### config.mk
export PLATFORM = sky130hd
export DESIGN_NAME = pan_autoneg
export DESIGN_NICKNAME = d
export VERILOG_FILES = /design/src/inc/pan_pkg.sv /design/src/rtl/pan_autoneg.sv /design/src/rtl/pan_mdio_slave.sv
export SDC_FILE = /design/constraint.sdc
export NUM_CORES = 1
export LEC_CHECK = 0
export BUFFER_PORTS_ARGS = -buffer_cell sky130_fd_sc_hd__buf_2
export CORE_AREA = 4 4 144 146
export DETAILED_ROUTE_END_ITERATION = 8
export DIE_AREA = 0 0 148 150
export PLACE_DENSITY_LB_ADDON = 0.25
export SETUP_SLACK_MARGIN = 0.4
export SYNTH_ARGS = -nofsm -noshare
export SYNTH_HDL_FRONTEND = slang
export SYNTH_HIERARCHICAL = 1
export SYNTH_SLANG_ARGS = --single-unit
### constraint.sdc
create_clock -name clk -period 9.1 [get_ports clk]
set_clock_uncertainty 0.2 [all_clocks]
set_input_delay 0.91 -clock clk [delete_from_list [all_inputs] [get_ports clk]]
set_output_delay 0.91 -clock clk [all_outputs]
set_load 0.02 [all_outputs]
### src/inc/pan_pkg.sv
package pan_pkg;
    // ----------------------------------------------------------------
    // management register map
    // ----------------------------------------------------------------
    localparam logic [4:0] REG_BMC = 5'h00;
    localparam logic [4:0] REG_BMS = 5'h01;
    localparam logic [4:0] REG_ADV = 5'h04;
    localparam logic [4:0] REG_LPA = 5'h05;
    localparam logic [4:0] REG_EXP = 5'h06;
    localparam logic [4:0] REG_STS = 5'h10;
    localparam logic [4:0] REG_PCTL = 5'h19;

    // ----------------------------------------------------------------
    // field positions and values
    // ----------------------------------------------------------------
    localparam int BMC_SPEED = 13;
    localparam int BMC_NEGOTIATION_ENABLE_STRAP = 12;
    localparam int BMC_RESTART = 9;
    localparam int BMC_DUPLEX = 8;
    localparam logic [15:0] BMC_RESET = 16'h3100;
    localparam logic [15:0] BMC_RW_MASK = 16'h3100;
    localparam logic [15:0] BMS_FIXED = 16'h7849;
    localparam int BMS_AN_DONE = 5;
    localparam int BMS_RFAULT = 4;
    localparam int BMS_LINK = 2;
    localparam logic [15:0] ADV_RESET = 16'h0001;
    localparam int ABIL_LO = 5;
    localparam int ABIL_HI = 8;
    localparam int PAGE_ACK = 14;
    localparam int PAGE_RFAULT = 13;
    localparam int PAGE_NP = 15;
    localparam logic [15:0] LPA_PD_100 = 16'h0081;
    localparam logic [15:0] LPA_PD_10 = 16'h0021;
    localparam int EXP_PDF = 4;
    localparam int EXP_LP_NP = 3;
    localparam int EXP_NP_ABLE = 2;
    localparam int EXP_PAGE_RX = 1;
    localparam int EXP_LP_AN = 0;
    localparam int STS_LINK = 0;
    localparam int STS_SPEED10 = 1;
    localparam int STS_DUPLEX = 2;
    localparam int STS_AN_DONE = 4;
    localparam logic [4:0] PHY_ADDR_RESET = 5'h00;

    // ability index order: 10 half, 10 full, 100 half, 100 full;
    // indexed by {enable strap, mode high, mode low}
    localparam logic [3:0] STRAP_ABIL [8] = '{
        4'h1, 4'h2, 4'h4, 4'h8, 4'h3, 4'hc, 4'h5, 4'hf};

    // ----------------------------------------------------------------
    // timing
    // ----------------------------------------------------------------
    localparam int CLK_KHZ = 100000;
    localparam int BREAK_LINK_MS = 1500;
    localparam int LINK_INHIBIT_MS = 50;
    localparam int ACK_HOLD_MS = 10;
    localparam int BREAK_CYCLES = BREAK_LINK_MS * CLK_KHZ;
    localparam int INHIBIT_CYCLES = LINK_INHIBIT_MS * CLK_KHZ;
    localparam int ACK_CYCLES = ACK_HOLD_MS * CLK_KHZ;
    localparam int TMR_W = 28;

    typedef enum logic [2:0] {
        ST_OFF, ST_BREAK, ST_ABILITY, ST_ACK, ST_CHECK, ST_GOOD
    } pan_state_e;
    typedef enum logic [1:0] {MD_IDLE, MD_HDR, MD_TA, MD_DATA} pan_mdio_e;
endpackage

### src/rtl/pan_autoneg.sv
`timescale 1ns/1ps
module pan_autoneg #(
    parameter int unsigned BREAK_CYC = pan_pkg::BREAK_CYCLES,
    parameter int unsigned INHIBIT_CYC = pan_pkg::INHIBIT_CYCLES,
    parameter int unsigned ACK_CYC = pan_pkg::ACK_CYCLES
) (
    input wire logic clk, // core clock
    input wire logic rstn, // async reset, active low
    input wire logic mdc, // management clock pin
    input wire logic mdio_i, // management data in
    output logic mdio_o, // management data out
    output logic mdio_oe, // management data enable
    input wire logic negotiation_enable_strap, // strap level
    input wire logic mode_strap_low, // strap level
    input wire logic mode_strap_high, // strap level
    input wire logic [4:0] address_strap_i, // shared pin levels
    output logic [4:0] indicator_o, // shared pin drive
    output logic [4:0] indicator_oe, // shared pin enable
    output logic rate_indicator, // high at 100 Mb/s
    input wire logic col_active, // collision seen
    input wire logic tx_active, // transmit activity
    input wire logic rx_active, // receive activity
    input wire logic link_10_ok, // 10 Mb/s receiver link
    input wire logic link_100_ok, // 100 Mb/s receiver link
    input wire logic rx_page_stb, // partner code word received
    input wire logic [15:0] rx_page, // partner code word
    output logic fast_link_pulse_burst, // send bursts
    output logic [15:0] tx_page, // code word to send
    output logic link_hold, // suppress data and pulses
    output logic speed_100, // operating speed
    output logic full_duplex, // operating duplex
    output logic link_up // link of chosen mode good
);
    // ----------------------------------------------------------------
    // state
    // ----------------------------------------------------------------
    pan_pkg::pan_state_e st_q, st_d;
    logic [pan_pkg::TMR_W-1:0] tmr_q;
    logic [15:0] bmc_q, adv_q, lpa_q;
    logic [4:0] addr_q, strap_q;
    logic [2:0] mode_strap_q;
    logic cap_q, forced_q, pd_q, pdf_q, page_rx_q, lp_an_q;
    logic [3:0] res_q;
    logic [4:0] ind_q;
    logic [4:0] reg_addr;
    logic rd_stb, wr_stb;
    logic [15:0] wr_data, rd_data;

    pan_mdio_slave u_mdio (
        .clk(clk),
        .rstn(rstn),
        .mdc(mdc),
        .mdio_i(mdio_i),
        .mdio_o(mdio_o),
        .mdio_oe(mdio_oe),
        .phy_addr(addr_q),
        .reg_addr(reg_addr),
        .rd_stb(rd_stb),
        .rd_data(rd_data),
        .wr_stb(wr_stb),
        .wr_data(wr_data)
    );

    // ----------------------------------------------------------------
    // decode
    // ----------------------------------------------------------------
    wire wr_bmc = wr_stb && reg_addr == pan_pkg::REG_BMC;
    wire wr_adv = wr_stb && reg_addr == pan_pkg::REG_ADV;
    wire wr_pctl = wr_stb && reg_addr == pan_pkg::REG_PCTL;
    wire rd_exp = rd_stb && reg_addr == pan_pkg::REG_EXP;
    wire an_on = bmc_q[pan_pkg::BMC_NEGOTIATION_ENABLE_STRAP] && !forced_q;
    wire an_set = wr_data[pan_pkg::BMC_NEGOTIATION_ENABLE_STRAP];
    // restart by bit 9, written with enable set while negotiation is already on
    wire restart = an_on && cap_q && wr_bmc && an_set
        && wr_data[pan_pkg::BMC_RESTART];
    wire [3:0] common = adv_q[pan_pkg::ABIL_HI:pan_pkg::ABIL_LO]
        & lpa_q[pan_pkg::ABIL_HI:pan_pkg::ABIL_LO];
    wire [3:0] best = common[3] ? 4'h8 : common[2] ? 4'h4 :
        common[1] ? 4'h2 : common[0] ? 4'h1 : 4'h0;
    wire pd_one = link_10_ok ^ link_100_ok;
    wire pd_both = link_10_ok & link_100_ok;
    wire res_link = (res_q[3] | res_q[2]) ? link_100_ok : link_10_ok;
    wire done = st_q == pan_pkg::ST_GOOD;
    wire tmr_zero = tmr_q == '0;

    // forced mode: strap selection while strap-forced, else control bits
    wire f_spd = forced_q ? mode_strap_q[1]
        : bmc_q[pan_pkg::BMC_SPEED];
    wire f_dup = forced_q ? mode_strap_q[0]
        : bmc_q[pan_pkg::BMC_DUPLEX];
    assign speed_100 = an_on ? (res_q[3] | res_q[2]) : f_spd;
    assign full_duplex = an_on ? (res_q[3] | res_q[1]) : f_dup;
    assign link_up = an_on ? done
        : (f_spd ? link_100_ok : link_10_ok);
    assign rate_indicator = speed_100;
    assign fast_link_pulse_burst = st_q == pan_pkg::ST_ABILITY
        || st_q == pan_pkg::ST_ACK;
    assign link_hold = st_q == pan_pkg::ST_BREAK;
    assign tx_page = {adv_q[15], st_q == pan_pkg::ST_ACK,
        adv_q[13:0]};

    // ----------------------------------------------------------------
    // register read
    // ----------------------------------------------------------------
    // speed/duplex are masked while a negotiation is still running
    wire sts_ok = !an_on || done;
    wire [15:0] bms = pan_pkg::BMS_FIXED
        | (16'(done) << pan_pkg::BMS_AN_DONE)
        | (16'(lpa_q[pan_pkg::PAGE_RFAULT]) << pan_pkg::BMS_RFAULT)
        | (16'(link_up) << pan_pkg::BMS_LINK);
    wire [15:0] exp = (16'(pdf_q) << pan_pkg::EXP_PDF)
        | (16'(lpa_q[pan_pkg::PAGE_NP] & lp_an_q) << pan_pkg::EXP_LP_NP)
        | (16'(adv_q[pan_pkg::PAGE_NP]) << pan_pkg::EXP_NP_ABLE)
        | (16'(page_rx_q) << pan_pkg::EXP_PAGE_RX)
        | (16'(lp_an_q) << pan_pkg::EXP_LP_AN);
    wire [15:0] sts = (16'(link_up) << pan_pkg::STS_LINK)
        | (16'(sts_ok & ~speed_100) << pan_pkg::STS_SPEED10)
        | (16'(sts_ok & full_duplex) << pan_pkg::STS_DUPLEX)
        | (16'(done) << pan_pkg::STS_AN_DONE);
    wire [15:0] bmc_rd = bmc_q;
    assign rd_data =
        reg_addr == pan_pkg::REG_BMC ? bmc_rd :
        reg_addr == pan_pkg::REG_BMS ? bms :
        reg_addr == pan_pkg::REG_ADV ? adv_q :
        reg_addr == pan_pkg::REG_LPA ? lpa_q :
        reg_addr == pan_pkg::REG_EXP ? exp :
        reg_addr == pan_pkg::REG_STS ? sts :
        reg_addr == pan_pkg::REG_PCTL ? {11'h000, addr_q} : 16'h0000;

    // ----------------------------------------------------------------
    // negotiation sequence
    // ----------------------------------------------------------------
    always_comb begin
        st_d = st_q;
        unique case (st_q)
            pan_pkg::ST_OFF:
                st_d = pan_pkg::ST_BREAK;
            pan_pkg::ST_BREAK:
                if (tmr_zero) st_d = pan_pkg::ST_ABILITY;
            pan_pkg::ST_ABILITY:
                if (rx_page_stb) st_d = pan_pkg::ST_ACK;
                else if (pd_one) st_d = pan_pkg::ST_CHECK;
            pan_pkg::ST_ACK:
                if (tmr_zero) st_d = (best != 4'h0) ?
                    pan_pkg::ST_CHECK : pan_pkg::ST_BREAK;
            pan_pkg::ST_CHECK:
                if (res_link) st_d = pan_pkg::ST_GOOD;
                else if (tmr_zero) st_d = pan_pkg::ST_BREAK;
            pan_pkg::ST_GOOD:
                if (!res_link) st_d = pan_pkg::ST_BREAK;
        endcase
        if (restart) st_d = pan_pkg::ST_BREAK;
        if (!an_on || !cap_q) st_d = pan_pkg::ST_OFF;
    end

    always_ff @(posedge clk or negedge rstn) begin
        if (!rstn) begin
            st_q <= pan_pkg::ST_OFF;
            tmr_q <= '0;
        end else begin
            st_q <= st_d;
            if (st_d != st_q || restart) begin
                unique case (st_d)
                    pan_pkg::ST_BREAK:
                        tmr_q <= pan_pkg::TMR_W'(BREAK_CYC);
                    pan_pkg::ST_ACK:
                        tmr_q <= pan_pkg::TMR_W'(ACK_CYC);
                    pan_pkg::ST_CHECK:
                        tmr_q <= pan_pkg::TMR_W'(INHIBIT_CYC);
                    default:
                        tmr_q <= '0;
                endcase
            end else if (!tmr_zero) begin
                tmr_q <= tmr_q - 1'b1;
            end
        end
    end

    // partner page, detection result, resolved mode
    wire pd_take = st_q == pan_pkg::ST_ABILITY && !rx_page_stb && pd_one;
    always_ff @(posedge clk or negedge rstn) begin
        if (!rstn) begin
            lpa_q <= 16'h0000;
            res_q <= 4'h0;
            pd_q <= 1'b0;
            lp_an_q <= 1'b0;
        end else if (st_d == pan_pkg::ST_BREAK && st_q != st_d) begin
            res_q <= 4'h0;
            pd_q <= 1'b0;
        end else if (st_q == pan_pkg::ST_ABILITY && rx_page_stb) begin
            lpa_q <= rx_page;
            lp_an_q <= 1'b1;
        end else if (pd_take && st_d == pan_pkg::ST_CHECK) begin
            // a detected partner is taken as half duplex
            lpa_q <= link_100_ok ? pan_pkg::LPA_PD_100
                : pan_pkg::LPA_PD_10;
            res_q <= link_100_ok ? 4'h4 : 4'h1;
            pd_q <= 1'b1;
            lp_an_q <= 1'b0;
        end else if (st_q == pan_pkg::ST_ACK && tmr_zero) begin
            res_q <= best;
        end
    end

    // sticky expansion flags: a new event wins over a clearing read
    always_ff @(posedge clk or negedge rstn) begin
        if (!rstn) begin
            pdf_q <= 1'b0;
            page_rx_q <= 1'b0;
        end else begin
            pdf_q <= (st_q == pan_pkg::ST_ABILITY && pd_both)
                || (pdf_q && !rd_exp);
            page_rx_q <= (st_q == pan_pkg::ST_ABILITY && rx_page_stb)
                || (page_rx_q && !rd_exp);
        end
    end

    // ----------------------------------------------------------------
    // control registers and strap capture
    // ----------------------------------------------------------------
    // straps are caught on the first edge after reset release, while
    // the shared pins are still undriven
    always_ff @(posedge clk or negedge rstn) begin
        if (!rstn) begin
            cap_q <= 1'b0;
            strap_q <= 5'h00;
            addr_q <= pan_pkg::PHY_ADDR_RESET;
            mode_strap_q <= 3'h0;
            forced_q <= 1'b0;
            bmc_q <= pan_pkg::BMC_RESET;
            adv_q <= pan_pkg::ADV_RESET;
        end else if (!cap_q) begin
            cap_q <= 1'b1;
            strap_q <= address_strap_i;
            addr_q <= address_strap_i;
            mode_strap_q <= {negotiation_enable_strap, mode_strap_high,
                mode_strap_low};
            forced_q <= !negotiation_enable_strap;
            adv_q[pan_pkg::ABIL_HI:pan_pkg::ABIL_LO] <=
                pan_pkg::STRAP_ABIL[{negotiation_enable_strap,
                mode_strap_high, mode_strap_low}];
        end else begin
            if (wr_bmc) begin
                bmc_q <= wr_data & pan_pkg::BMC_RW_MASK;
                if (!an_set) forced_q <= 1'b0;
            end
            if (wr_adv) adv_q <= wr_data;
            if (wr_pctl) addr_q <= wr_data[4:0];
        end
    end

    // ----------------------------------------------------------------
    // shared indicator pins
    // ----------------------------------------------------------------
    wire [4:0] ind_fn = {rx_active, tx_active, link_up,
        col_active & ~full_duplex, full_duplex};
    always_ff @(posedge clk or negedge rstn) begin
        if (!rstn) begin
            ind_q <= 5'h00;
        end else begin
            ind_q <= ind_fn ^ strap_q;
        end
    end
    assign indicator_o = ind_q;
    assign indicator_oe = {5{cap_q}};
endmodule

### src/rtl/pan_mdio_slave.sv
`timescale 1ns/1ps
module pan_mdio_slave (
    input wire logic clk, // core clock
    input wire logic rstn, // async reset, active low
    input wire logic mdc, // management clock, sampled
    input wire logic mdio_i, // management data in
    output logic mdio_o, // management data out
    output logic mdio_oe, // high while driving
    input wire logic [4:0] phy_addr, // own address
    output logic [4:0] reg_addr, // register of current frame
    output logic rd_stb, // read request, one cycle
    input wire logic [15:0] rd_data, // read data for reg_addr
    output logic wr_stb, // write strobe, one cycle
    output logic [15:0] wr_data // write data
);
    pan_pkg::pan_mdio_e st_q;
    logic mdc_q;
    logic last_q;
    logic is_rd_q;
    logic [4:0] cnt_q;
    logic [15:0] sh_q;
    wire rise = mdc & ~mdc_q;
    wire [11:0] hdr = {sh_q[10:0], mdio_i};
    wire addr_hit = hdr[9:5] == phy_addr;
    wire op_rd = hdr[11:10] == 2'b10;
    wire op_wr = hdr[11:10] == 2'b01;
    assign rd_stb = rise && st_q == pan_pkg::MD_TA && is_rd_q
        && cnt_q == 5'h00;

    always_ff @(posedge clk or negedge rstn) begin
        if (!rstn) begin
            st_q <= pan_pkg::MD_IDLE;
            mdc_q <= 1'b1;
            last_q <= 1'b1;
            is_rd_q <= 1'b0;
            cnt_q <= 5'h00;
            sh_q <= 16'h0000;
            reg_addr <= 5'h00;
            mdio_o <= 1'b0;
            mdio_oe <= 1'b0;
            wr_stb <= 1'b0;
            wr_data <= 16'h0000;
        end else begin
            mdc_q <= mdc;
            wr_stb <= 1'b0;
            if (rise) begin
                unique case (st_q)
                    pan_pkg::MD_IDLE: begin
                        // start pattern; preamble may be suppressed
                        last_q <= mdio_i;
                        cnt_q <= 5'h00;
                        if (mdio_i && !last_q) begin
                            st_q <= pan_pkg::MD_HDR;
                        end
                    end
                    pan_pkg::MD_HDR: begin
                        sh_q <= {sh_q[14:0], mdio_i};
                        cnt_q <= cnt_q + 5'h01;
                        if (cnt_q == 5'd11) begin
                            reg_addr <= hdr[4:0];
                            is_rd_q <= op_rd;
                            cnt_q <= 5'h00;
                            last_q <= 1'b1;
                            st_q <= (addr_hit && (op_rd || op_wr)) ?
                                pan_pkg::MD_TA : pan_pkg::MD_IDLE;
                        end
                    end
                    pan_pkg::MD_TA: begin
                        cnt_q <= cnt_q + 5'h01;
                        if (is_rd_q && cnt_q == 5'h00) begin
                            sh_q <= rd_data;
                            mdio_o <= 1'b0;
                            mdio_oe <= 1'b1;
                        end
                        if (cnt_q == 5'h01) begin
                            cnt_q <= 5'h00;
                            st_q <= pan_pkg::MD_DATA;
                        end
                    end
                    pan_pkg::MD_DATA: begin
                        cnt_q <= cnt_q + 5'h01;
                        if (is_rd_q) begin
                            mdio_o <= sh_q[15];
                            sh_q <= {sh_q[14:0], 1'b0};
                        end else begin
                            sh_q <= {sh_q[14:0], mdio_i};
                        end
                        if (!is_rd_q && cnt_q == 5'd15) begin
                            wr_stb <= 1'b1;
                            wr_data <= {sh_q[14:0], mdio_i};
                            st_q <= pan_pkg::MD_IDLE;
                        end
                        // release the line one edge after the last bit
                        if (cnt_q == 5'd16) begin
                            mdio_oe <= 1'b0;
                            mdio_o <= 1'b0;
                            st_q <= pan_pkg::MD_IDLE;
                        end
                    end
                endcase
            end
        end
    end
endmodule

---- Yosys cells after proc, flatten, opt, wreduce, memory -nomap -nowiden ----
Memory sizes are Yosys's and may differ from the RTL's.
Cells that the tools add are included.
storage, ports and cells
  input port bits ......................... 34
  output and inout port bits .............. 34
  memory bits (read-only) ................. 32
  register bits after elaboration ......... 142
  memories ................................ 1
  logic and storage cells ................. 234
cells by class
  add/subtract/negate cells ............... 2
  equality and inequality tests ........... 39
  multiplexer cells ....................... 76
  $lt $le $gt $ge ......................... 1
  reductions and logical operators ........ 63
  bitwise operators ....................... 25
memories
  name              depth  width  read ports  clocked after memory_dff  write ports  line                text
  (name not given)  8      4      1           0                         0            pan_autoneg.sv:240  pan_pkg::STRAP_ABIL[{negotiation_enable_strap,
operators with widths
  operator                 number
  $mux W16                 9
  $pmux W28 S3             1
  $mux W28                 2
  $pmux W16 S3             1
  $mux W3                  12
  $mux W4                  8
  $logic_not A28 Y1        1
  $sub A28 B1 Y28 const B  1
  $logic_and A1 B1 Y1      25
  $mux W5                  5
  $mux W1                  23
  $pmux W5 S4              1
  $pmux W3 S6              1
  $or A1 B16 Y16           1
  $or A16 B3 Y16           1
  $or A16 B5 Y16           1
  $and A1 B15 Y15          1
  $eq A5 B3 Y1 const B     3
  $eq A5 B5 Y1 const B     3
  $not A1 Y15              1
  $or A15 B3 Y15           1
  $or A15 B5 Y15           1
  $mux W2                  7
  $ne A2 B1 Y1 const B     7
  40 further kinds         89

---- Depth between registers and ports, before layout ----
Gate-level depths: netlist of the first run.
  word-level depth ........................ 16
  depth in mapped cells ................... 11
  depth with buffers taken out ............ 9

---- Hierarchy ----
Netlist of the first run, hierarchy kept.
modules (own cells, without submodules)
  module          area an instance (sq um)  sequential area each (sq um)  times used  cells each
  pan_autoneg     5200.0                    2282.2                        1           544
  pan_mdio_slave  2433.6                    1253.7                        1           209

---- Worst setup path after synthesis of the first run ----
No wires, ideal clock.
  path type ............................... register to register
  start ................................... register tmr_q[0] (netlist bit)
  end ..................................... register lpa_q[10]
  stages on the path, launching flop included .. 11
  clock period less this slack ............ 3449 ps
  slack ................................... 5651 ps
  arrival time ............................ 3128 ps
  data required time ...................... 8779 ps
  path buffers ............................ 1
  setup time .............................. 121 ps
  path through ............................ dfrtp_1 -> inv_1 -> ha_1 -> or4b_4 -> or4_4 -> or4_4 -> a31oi_4 -> a211oi_2 -> a32o_2 -> buf_6 -> a22o_1
between the ends
  cells in the longest elaborated chain, start to end .. 10
  elaborated cells between the ends (all ways) .. 16
  those cells by class .................... eq/ne (3); mux (7); bitwise (1); reduce/logical (5)
ends and longest elaborated chain
  element                                                            line                                    text
  from (decl)                                                        pan_autoneg.sv:38                       logic [pan_pkg::TMR_W-1:0] tmr_q;
  from (signal assigned)                                             pan_autoneg.sv:165                      tmr_q <= pan_pkg::TMR_W'(BREAK_CYC);
  from (signal assigned)                                             pan_autoneg.sv:167                      tmr_q <= pan_pkg::TMR_W'(ACK_CYC);
  from (signal assigned)                                             pan_autoneg.sv:169                      tmr_q <= pan_pkg::TMR_W'(INHIBIT_CYC);
  $logic_not A28 Y1 (*)                                              pan_autoneg.sv:84                       wire tmr_zero = tmr_q == '0;
  $mux W3                                                            pan_autoneg.sv:148                      else if (tmr_zero) st_d = pan_pkg::ST_BREAK;
  $mux W3                                                            pan_autoneg.sv:147                      if (res_link) st_d = pan_pkg::ST_GOOD;
  $pmux W3 S6 (*)                                                    pan_autoneg.sv:135                      unique case (st_q)
  $mux W3 (*)                                                        pan_autoneg.sv:152                      if (restart) st_d = pan_pkg::ST_BREAK;
  $mux W3 (*)                                                        pan_autoneg.sv:153                      if (!an_on || !cap_q) st_d = pan_pkg::ST_OFF;
  net st_d[2]                                                        pan_autoneg.sv:37                       pan_pkg::pan_state_e st_q, st_d;
  $eq A3 B3 Y1, or another cell as far along                         pan_autoneg.sv:193                      end else if (pd_take && st_d == pan_pkg::ST_CHECK) begin
  $logic_and A1 B1 Y1, on equally long branches                      pan_autoneg.sv:193, pan_autoneg.sv:187
  $reduce_bool A2 Y1 (no line) / $not A1 Y1 (equally long branches)  n/a
  $reduce_and A2 Y1 (no line) (*)                                    n/a
  to (signal assigned)                                               pan_autoneg.sv:191                      lpa_q <= rx_page;
  to (signal assigned)                                               pan_autoneg.sv:195                      lpa_q <= link_100_ok ? pan_pkg::LPA_PD_100
  to (decl)                                                          pan_autoneg.sv:39                       logic [15:0] bmc_q, adv_q, lpa_q;
The timed path passes the listed nets; every way through them passes the cells marked *.
A chain may end at the register's enable or synchronous reset.

---- Final worst setup path of the first run ----
  start ................................... register tmr_q[13] (netlist bit)
  end ..................................... register lpa_q[12]
between the ends
  cells in the longest elaborated chain, start to end .. 10
  elaborated cells between the ends (all ways) .. 16
  those cells by class .................... eq/ne (3); mux (7); bitwise (1); reduce/logical (5)
ends and longest elaborated chain
  element                                                            line
  $logic_not A28 Y1 (*)                                              pan_autoneg.sv:84
  $mux W3                                                            pan_autoneg.sv:148
  $mux W3                                                            pan_autoneg.sv:147
  $pmux W3 S6 (*)                                                    pan_autoneg.sv:135
  $mux W3 (*)                                                        pan_autoneg.sv:152
  $mux W3 (*)                                                        pan_autoneg.sv:153
  $eq A3 B3 Y1, or another cell as far along                         pan_autoneg.sv:193
  $logic_and A1 B1 Y1, on equally long branches                      pan_autoneg.sv:193, pan_autoneg.sv:187
  $reduce_bool A2 Y1 (no line) / $not A1 Y1 (equally long branches)  n/a
  $reduce_and A2 Y1 (no line) (*)                                    n/a
Every way passes the cells marked *; elsewhere a longest branch is shown, timed or not.

==> results.yml, run 1 <==
critical_path:
  r2r_start: "tmr_q[13]"
  crit_fanout: 15
  crit_arrival_ns: 3.92
  start_kind: "flip-flop"
  rr_worst_depth: 7
  critical_path_class: "flip-flop to flip-flop"
  endpoint_kind: "flip-flop"
  r2r-end: "lpa_q[12]"
  reg2reg_setup_slack_ns: 5.34
  cp.required_ns: 9.26
floorplanning:
  initial_utilization_pct: 39.4
  die_x_um: 148
  dieArea_um2: 22200
  placeableCoreArea_um2: 19400
  ios: 68
  row_count: 51
  dieHeight_um: 150
drt:
  ant_nets: 0
  drt_iter0_markers: 311
  wirelength_um: 19200
  dr.pass1.iters: 5
  num_vias: 5752
  viasPerCell: 5.38
  wl_per_cell_um: 17.9
  drcViolationCount: 0
yosys:
  syn-cell-area_um2: 7630
  synth_flop_cell: "dfrtp_1"
  synth_edf_count: 0
  syn_inst: 753
  ys_seq_elements: 141
  ys_warn_count: 6
  syn_nets: 796
  async_reset_ff_share_pct: 100
  ys_seq_area_share_pct: 46.3
  ys_types: 76
  syn_avg_cell_area_um2: 10.1
global_route:
  grt_max_degree: 76
  antenna_found_initial: 0
  grt_pass1_vias: 5682
  grt_use_total_pct: 17.9
  grt_overflow: 0
  grt_pass1_wl_um: 31200
cts:
  post-cts-setup-buffer-count: 0
  cts_resized: 0
  cts_tree: "built"
  cts_hold_buf: 0
  ctsLongestPathBuffers: 2
  h-tree-depth: 4
  clkSinkCount: 141
  cts.clk_slew.worst_paths_ns: 0.06
  clk_latency_ns: 0.43
  numCtsBuffers: 17
  cts-root-buf: "clkbuf_16"
final_layout:
  final_cell_mix: "135 x dfrtp_1, 66 x nor2_1, 66 x buf_2"
  layout_commonest_cell: "dfrtp_1"
  drive_gt1_share_pct: 23.0
  antennaDiodeCount: 0
  nNetsFinal: 835
  fin_area_um2: 8670
  regArea_um2: 3540
  fillerInstances: 1906
  multi_input_area_um2: 3700
  final_util_pct: 44.7
  area_growth_pct: 13.5
timing:
  worst_pin_slew_ns: 1.13
  whs_ns: 0.259
  finalSetupTns_ns: 0
  setup_viol_count_final: 0
  rsz0062_at_grt: "no"
  final_hold_viol_count: 0
  slew_headroom_pct: 24.8
  slew_violations: 0
  clock.fmax_mhz: 266
  fin_crit_ns: 3.76
  fin_crit_sh_pct: 41.3
status:
  status: "finished clean"
place:
  routabilityCongestion: 0.881
  dpl-instance-area_um2: 8070
  io_buffer_count: 67
  hpwlAfterDp_um: 13600
pwr:
  power.leakage_nw: 4.08
  p_total_mw: 1.60
  max-vdd-ir-drop_mv: 0.130
  p_per_area_nw_per_um2: 185
job:
  cap_violations: 0
worst_hold_path:
  hp-class: "input pin to async pin"
synthesized netlist by cell type, types with 8 or more instances:
master | count | share of area [%]
dfrtp_1 | 135 | 44
nor2_1 | 66 | 3.2
nand2_1 | 64 | 3.1
o21ai_0 | 43 | 2.8
mux2_2 | 35 | 5.2
mux2i_1 | 35 | 4.6
a21oi_1 | 31 | 2.0
clkbuf_1 | 24 | 1.2
buf_4 | 22 | 2.2
inv_1 | 21 | 1.0
nor3_1 | 20 | 1.3
xnor2_1 | 19 | 2.2
a22o_1 | 18 | 2.1
xor2_1 | 17 | 2.0
nand3_1 | 15 | 0.98
nor4_1 | 11 | 0.90
ha_1 | 9 | 1.5
mux2_4 | 9 | 1.8
nand2b_1 | 8 | 0.66
nor2b_1 | 8 | 0.66
kinds of logic (layout without fill, tap and decap cells):
kind of cell / Yosys count / after routing / synth area share (%)
AND/OR/NAND/NOR: 249 / 249 / 16.9
other: 1 / 1 / 0.0491
adder cells (fa/ha/maj): 9 / 9 / 1.48
flip-flops: 141 / 141 / 46.3
multiplexers: 79 / 79 / 11.5
AO/OA/AOI/OAI: 159 / 159 / 14.2
buffers and inverters: 79 / 131 / 5.46
XOR/XNOR: 36 / 36 / 4.13
area by class of cell:
class                   count  share of cell area, %
multi-input cells         533                   42.7
flip-flops and latches    141                   40.8
clock buffers              20                   5.27
repair buffers             78                   4.89
well taps                 265                   3.83
clock inverters            12                   1.60
inverters                  21                  0.909
routing by layer:
metal / part of all wire (%) / global-route usage [%]
met2: 45 / 26.9
met1: 49 / 25.9
met3: 3.5 / 3.85
met4: 1.8 / 5.87
met5: 0 / 0
critical path, cell delays in order, from the launching register on:
cell and delay [ns]:
dfrtp_1 0.41, or4_1 0.66, nand4b_1 0.45, or4_1 0.79, nand2_1 0.19, a211oi_2 0.14, a21oi_2 0.59, a22o_1 0.23
metrics by stage:
step                setup WS (ns)  cells
finish                       5.34   1070
global route                 5.03   1070
CTS                          5.35   1070
detailed placement           5.42   1038
global placement             5.47   1038
floorplan                    5.65    753
worst max path at each step:
stage | start | to | slack, ns | cells after the start
6_report | tmr_q[13] | lpa_q[12] | 5.34 | 7
5_1_grt | tmr_q[12] | lpa_q[0] | 5.03 | 7
4_1_cts | tmr_q[13] | lpa_q[12] | 5.35 | 7
3_5_place_dp | tmr_q[13] | lpa_q[0] | 5.42 | 7
3_3_place_gp | tmr_q[13] | lpa_q[0] | 5.47 | 7
2_1_floorplan | tmr_q[0] | lpa_q[10] | 5.65 | 10
where the power goes:
part	leakage, nW	switching [mW]	internal, mW
Combinational	1.94	0.107	0.0751
Clock	0.279	0.279	0.419
Sequential	1.86	0.0516	0.669
state kept, by name, summed over array words and instances (netlist names), 16 cells and up, named ones only:
register        flops
adv_q              16
u_mdio/wr_data     16
u_mdio/sh_q        16
lpa_q              16
tmr_q              28
Note: power is estimated with default switching activity, not from simulation.
==> inputs of run 2 (changes only) <==
Clock period 9.1 ns to 3.7 ns, I/O delays scaled along.
==> results.yml, run 2 (same netlist as run 1, synthesis figures left out) <==
critical_path:
  start_kind: "flip-flop"
  critical_path_class: "flip-flop to flip-flop"
  crit_fanout: 8
  crit_chain: "or4_4 > or4_4 > or4_4 > a31oi_4 > a211oi_4 > a32o_2 > a22o_1"
  endpoint_kind: "flip-flop"
  crit_family: "simple AND/OR/NAND/NOR gates"
  cp.required_ns: 3.81
  crit_top_cell: "or4_4"
  crit_slowest_cell: "or4_4"
  crit_arrival_ns: 3.51
  cp_num_buf_inv: 0
  max_stage_delay_ns: 0.58
drt:
  dr.pass1.iters: 4
  drcViolationCount: 0
  num_vias: 5993
  wl_per_cell_um: 18.0
  drt_iter0_markers: 277
  wirelength_um: 20000
  viasPerCell: 5.39
  ant_nets: 0
pwr:
  max-vdd-ir-drop_mv: 0.323
  p_total_mw: 3.98
  p_per_area_nw_per_um2: 437
  power.leakage_nw: 4.28
timing:
  fin_crit_ns: 3.40
  setup_viol_count_final: 0
  rsz0062_at_grt: "yes"
  setup_slack_ns: 0.301
  slew_violations: 0
  slew_headroom_pct: 43.3
  finalSetupTns_ns: 0
  final_hold_viol_count: 0
  clock.fmax_mhz: 294
  fin_crit_sh_pct: 91.9
  worst_pin_slew_ns: 0.841
cts:
  ctsLongestPathBuffers: 2
  clk_latency_ns: 0.43
  cts_tree: "built"
  numCtsBuffers: 17
  cts-root-buf: "clkbuf_16"
  clkSinkCount: 141
  cts.clk_slew.worst_paths_ns: 0.06
  h-tree-depth: 4
final_layout:
  final_util_pct: 47.0
  drive_gt1_share_pct: 25.7
  area_growth_pct: 19.5
  largest_reg_flops: 28
  layout_commonest_cell: "dfrtp_1"
  largest_register: "tmr_q"
  final_cell_mix: "134 x dfrtp_1, 66 x nor2_1, 66 x buf_2"
  antennaDiodeCount: 0
  nNetsFinal: 876
floorplanning:
  ios: 68
  initial_utilization_pct: 39.4
  dieArea_um2: 22200
  placeableCoreArea_um2: 19400
  row_count: 51
  die_x_um: 148
  dieHeight_um: 150
place:
  place_ws_ns: 0.235
  hpwlAfterDp_um: 13800
  io_buffer_count: 67
  routabilityCongestion: 0.823
global_route:
  grt_pass1_vias: 5905
  grt_max_degree: 78
  antenna_found_initial: 0
  met1_usage_pct: 26.4
  grt_overflow: 0
  grtUsageMet3_pct: 3.33
  top_usage_layer: "met2"
  grt_use_total_pct: 18.4
  use_met2_pct: 28.7
  grt_pass1_wl_um: 32000
worst_hold_path:
  hp-class: "input pin to flip-flop"
status:
  status: "finished clean"
job:
  cap_violations: 0
-- run 2: what timing repair did --
action                                 in CTS  in global routing
pin swaps                                  21                 13
setup endpoints to repair                  23                 37
endpoints found under the hold margin      84                  0
resized for setup                           7                  7
buffers inserted                            7                  3
hold buffers                               23                  0
cloned                                      1                  0
-- run 2: final cells by class --
cell class              count  area, um2
clock buffers              20        457
clock inverters            12        136
fillers                  1889      10300
inverters                  21       78.8
multi-input cells         534       3780
flip-flops and latches    141       3540
well taps                 265        332
repair buffers            118        795
-- run 2: final timing paths --
check,slack [ns],cells past startpoint,endpoint,start
max,0.30,7,lpa_q[12],tmr_q[8]
min,0.01,3,u_mdio/last_q,mdio_i
max reg2reg,0.30,7,lpa_q[12],tmr_q[8]
min reg2reg,0.26,1,indicator_o[1],strap_q[1]
max in group asynchronous,2.13,3,bmc_q[12],rstn
min in group asynchronous,0.30,2,strap_q[1],rstn
-- run 2: layer usage --
| layer | share of wire, % | wire length (um) |
|---|---|---|
| met1 | 49 | 9780 |
| met5 | 0 | 0 |
| met4 | 1.1 | 210 |
| met2 | 47 | 9290 |
| met3 | 3.5 | 691 |
-- run 2: report_power, final --
part           internal [mW]  switching, mW
clock                   1.03          0.697
combinational          0.206          0.273
sequential              1.64          0.127
total                   2.88           1.10
-- run 2: worst reg2reg max path: cells and delay by family (launching register included) --
family / cells / cell delay [ns]
AOI/OAI and AO/OA: 4 / 0.97
and+or+nand+nor: 3 / 1.68
DFF: 1 / 0.44
-- run 2: through the flow --
step	instances	hold WS, ns	area (um2)
after floorplan	753	-0.126	7660
after global placement	1045	0.211	8160
after detailed placement	1045	0.206	8160
after CTS	1108	0.00424	9070
after global routing	1111	0.0210	9120
final	1111	0.0135	9120
==> inputs of run 3 (changes only) <==
Settings changed: ABC_AREA from default to 1, CELL_PAD_IN_SITES_DETAIL_PLACEMENT from default to 0, CELL_PAD_IN_SITES_GLOBAL_PLACEMENT from default to 2, CORE_AREA 4 4 144 146 to 4 4 155 157, DIE_AREA 0 0 148 150 to 0 0 159 161.
==> results.yml, run 3 <==
global_route:
  grt_overflow: 0
  grt_use_total_pct: 18.6
  grt_max_degree: 92
  grt_pass1_vias: 6615
  grt_pass1_wl_um: 37800
  antenna_found_initial: 0
yosys:
  syn_nets: 1055
  yosysMostFrequentCell: "nand2_1"
  synth_area_leader_cell: "dfrtp_1"
  ys_seq_area_share_pct: 45.1
  ys_seq_elements: 141
  ys_top_cells_by_area: "dfrtp_1 43%, nand2_1 14%, inv_1 5.0%"
  synthSimpleGateAreaFrac_pct: 28.8
  yosys.area_share.adder_pct: 1.44
  synthMuxAreaShare_pct: 0.128
  syn_avg_cell_area_um2: 7.75
  synth_top_area_share_pct: 43.1
  syn_inst: 1012
  syn-cell-area_um2: 7840
  synth_flop_cell: "dfrtp_1"
  synth_edf_count: 0
  ys_types: 44
  synth_xor_area_share_pct: 2.90
  ys_top_cells_by_count: "287 x nand2_1, 135 x dfrtp_1, 105 x inv_1"
  ys_warn_count: 6
  synth_compound_area_share_pct: 11.5
  async_reset_ff_share_pct: 100
  synth_top_family_by_area: "simple AND/OR/NAND/NOR gates"
final_layout:
  nNetsFinal: 1112
  fin_area_um2: 9000
  antennaDiodeCount: 0
  area_growth_pct: 14.8
  final_cells: 1367
  layout_commonest_cell: "nand2_1"
  final_cell_mix: "286 x nand2_1, 135 x dfrtp_1, 105 x inv_1"
  fillerInstances: 2362
  largest_reg_flops: 28
  largest_register: "tmr_q"
  drive_gt1_share_pct: 17.0
drt:
  wirelength_um: 23300
  wl_per_cell_um: 17.0
  ant_nets: 0
  dr.pass1.iters: 5
  viasPerCell: 4.90
  drt_iter0_markers: 427
  drcViolationCount: 0
  num_vias: 6704
worst_hold_path:
  hp-class: "input pin to flip-flop"
  hp-start: "rx_page[6]"
timing:
  whs_ns: 0.0202
  setup_viol_count_final: 0
  worst_pin_slew_ns: 0.930
  fin_crit_sh_pct: 81.0
  rsz0062_at_grt: "no"
  slew_violations: 0
  final_hold_viol_count: 0
  finalSetupTns_ns: 0
  fin_crit_ns: 3.00
  slew_headroom_pct: 38.0
  clock.fmax_mhz: 334
place:
  routabilityCongestion: 0.802
  dp_cells: 1326
  dpl-instance-area_um2: 8300
  io_buffer_count: 67
  hpwlAfterDp_um: 17000
critical_path:
  critical_path_class: "flip-flop to flip-flop"
  r2r_start: "tmr_q[0]"
  cp.required_ns: 3.81
  crit_start: "tmr_q[0]"
  endpoint_kind: "flip-flop"
  start_kind: "flip-flop"
  crit_arrival_ns: 3.10
  crit_fanout: 24
floorplanning:
  initial_utilization_pct: 34.9
  die_x_um: 159
  placeableCoreArea_um2: 22500
  row_count: 55
  dieHeight_um: 161
  dieArea_um2: 25600
  ios: 68
cts:
  clk_latency_ns: 0.42
  clkSinkCount: 141
  numCtsBuffers: 17
  cts_tree: "built"
  cts-root-buf: "clkbuf_16"
  h-tree-depth: 4
  ctsLongestPathBuffers: 2
  cts.clk_slew.worst_paths_ns: 0.06
pwr:
  power.leakage_nw: 4.55
  p_per_area_nw_per_um2: 570
  p_total_mw: 5.13
  max-vdd-ir-drop_mv: 0.309
job:
  cap_violations: 0
status:
  status: "finished clean"
run 3: final timing paths:
path	endpoint	slack [ns]	cells past startpoint
max	lpa_q[14]	0.70	19
min	lpa_q[6]	0.02	3
max reg2reg	lpa_q[14]	0.70	19
min reg2reg	indicator_o[0]	0.26	1
max in group asynchronous	adv_q[0]	2.06	3
min in group asynchronous	indicator_o[1]	0.38	2
run 3: layer usage:
layer | global-route usage, % | share of wire, % | vias up
met2 | 28.0 | 44 | 118
met5 | 0 | 0 | -
met3 | 3.04 | 3.4 | 19
met4 | 4.65 | 1.4 | 0
li1 | - | - | 3362
met1 | 27.8 | 51 | 3205
run 3: cells by family after synthesis:
kind of cell	Yosys count
flip-flops	141
AO/OA/AOI/OAI	158
other	1
buffers and inverters	171
AND/OR/NAND/NOR	505
adder cells (fa/ha/maj)	9
multiplexers	1
XOR/XNOR	26
run 3: stage by stage:
step	setup slack, ns	util (%)
floorplan	1.24	-
global placement	0.514	36.9
detailed placement	0.496	36.9
CTS	0.470	39.8
global route	0.416	40.0
finish	0.705	40.0
run 3: timing repair:
item,CTS,global route
hold buffers,7,0
setup buffers,0,2
setup endpoints to repair,0,32
hold endpoints to repair,91,0
gates resized for setup,0,2
run 3: worst max-delay path, stage by stage (launching register included):
cell	delay, ns
dfrtp_1	0.37
inv_1	0.09
ha_1	0.22
inv_1	0.09
nor2_4	0.18
nand2_1	0.09
nor2_2	0.11
nand2_2	0.14
nand2_1	0.09
nand2_1	0.05
nand2_1	0.07
nand2_1	0.07
nand2_2	0.14
nand2_2	0.09
nand2_4	0.20
nand3_2	0.17
nand2_8	0.19
nand2_4	0.16
nand2_1	0.10
nand2_1	0.05
run 3: cell type report:
cell class | count | area (um2) | share of cell area [%]
flip-flops and latches | 141 | 3540 | 39.3
multi-input cells | 700 | 3520 | 39.2
repair buffers | 88 | 554 | 6.16
inverters | 121 | 454 | 5.05
clock buffers | 19 | 433 | 4.81
well taps | 285 | 357 | 3.96
clock inverters | 13 | 143 | 1.58
run 3: power by group:
part	internal (mW)	switching [mW]	total, mW
logic	0.483	0.891	1.37
clock network	0.997	0.712	1.71
registers	1.82	0.226	2.04
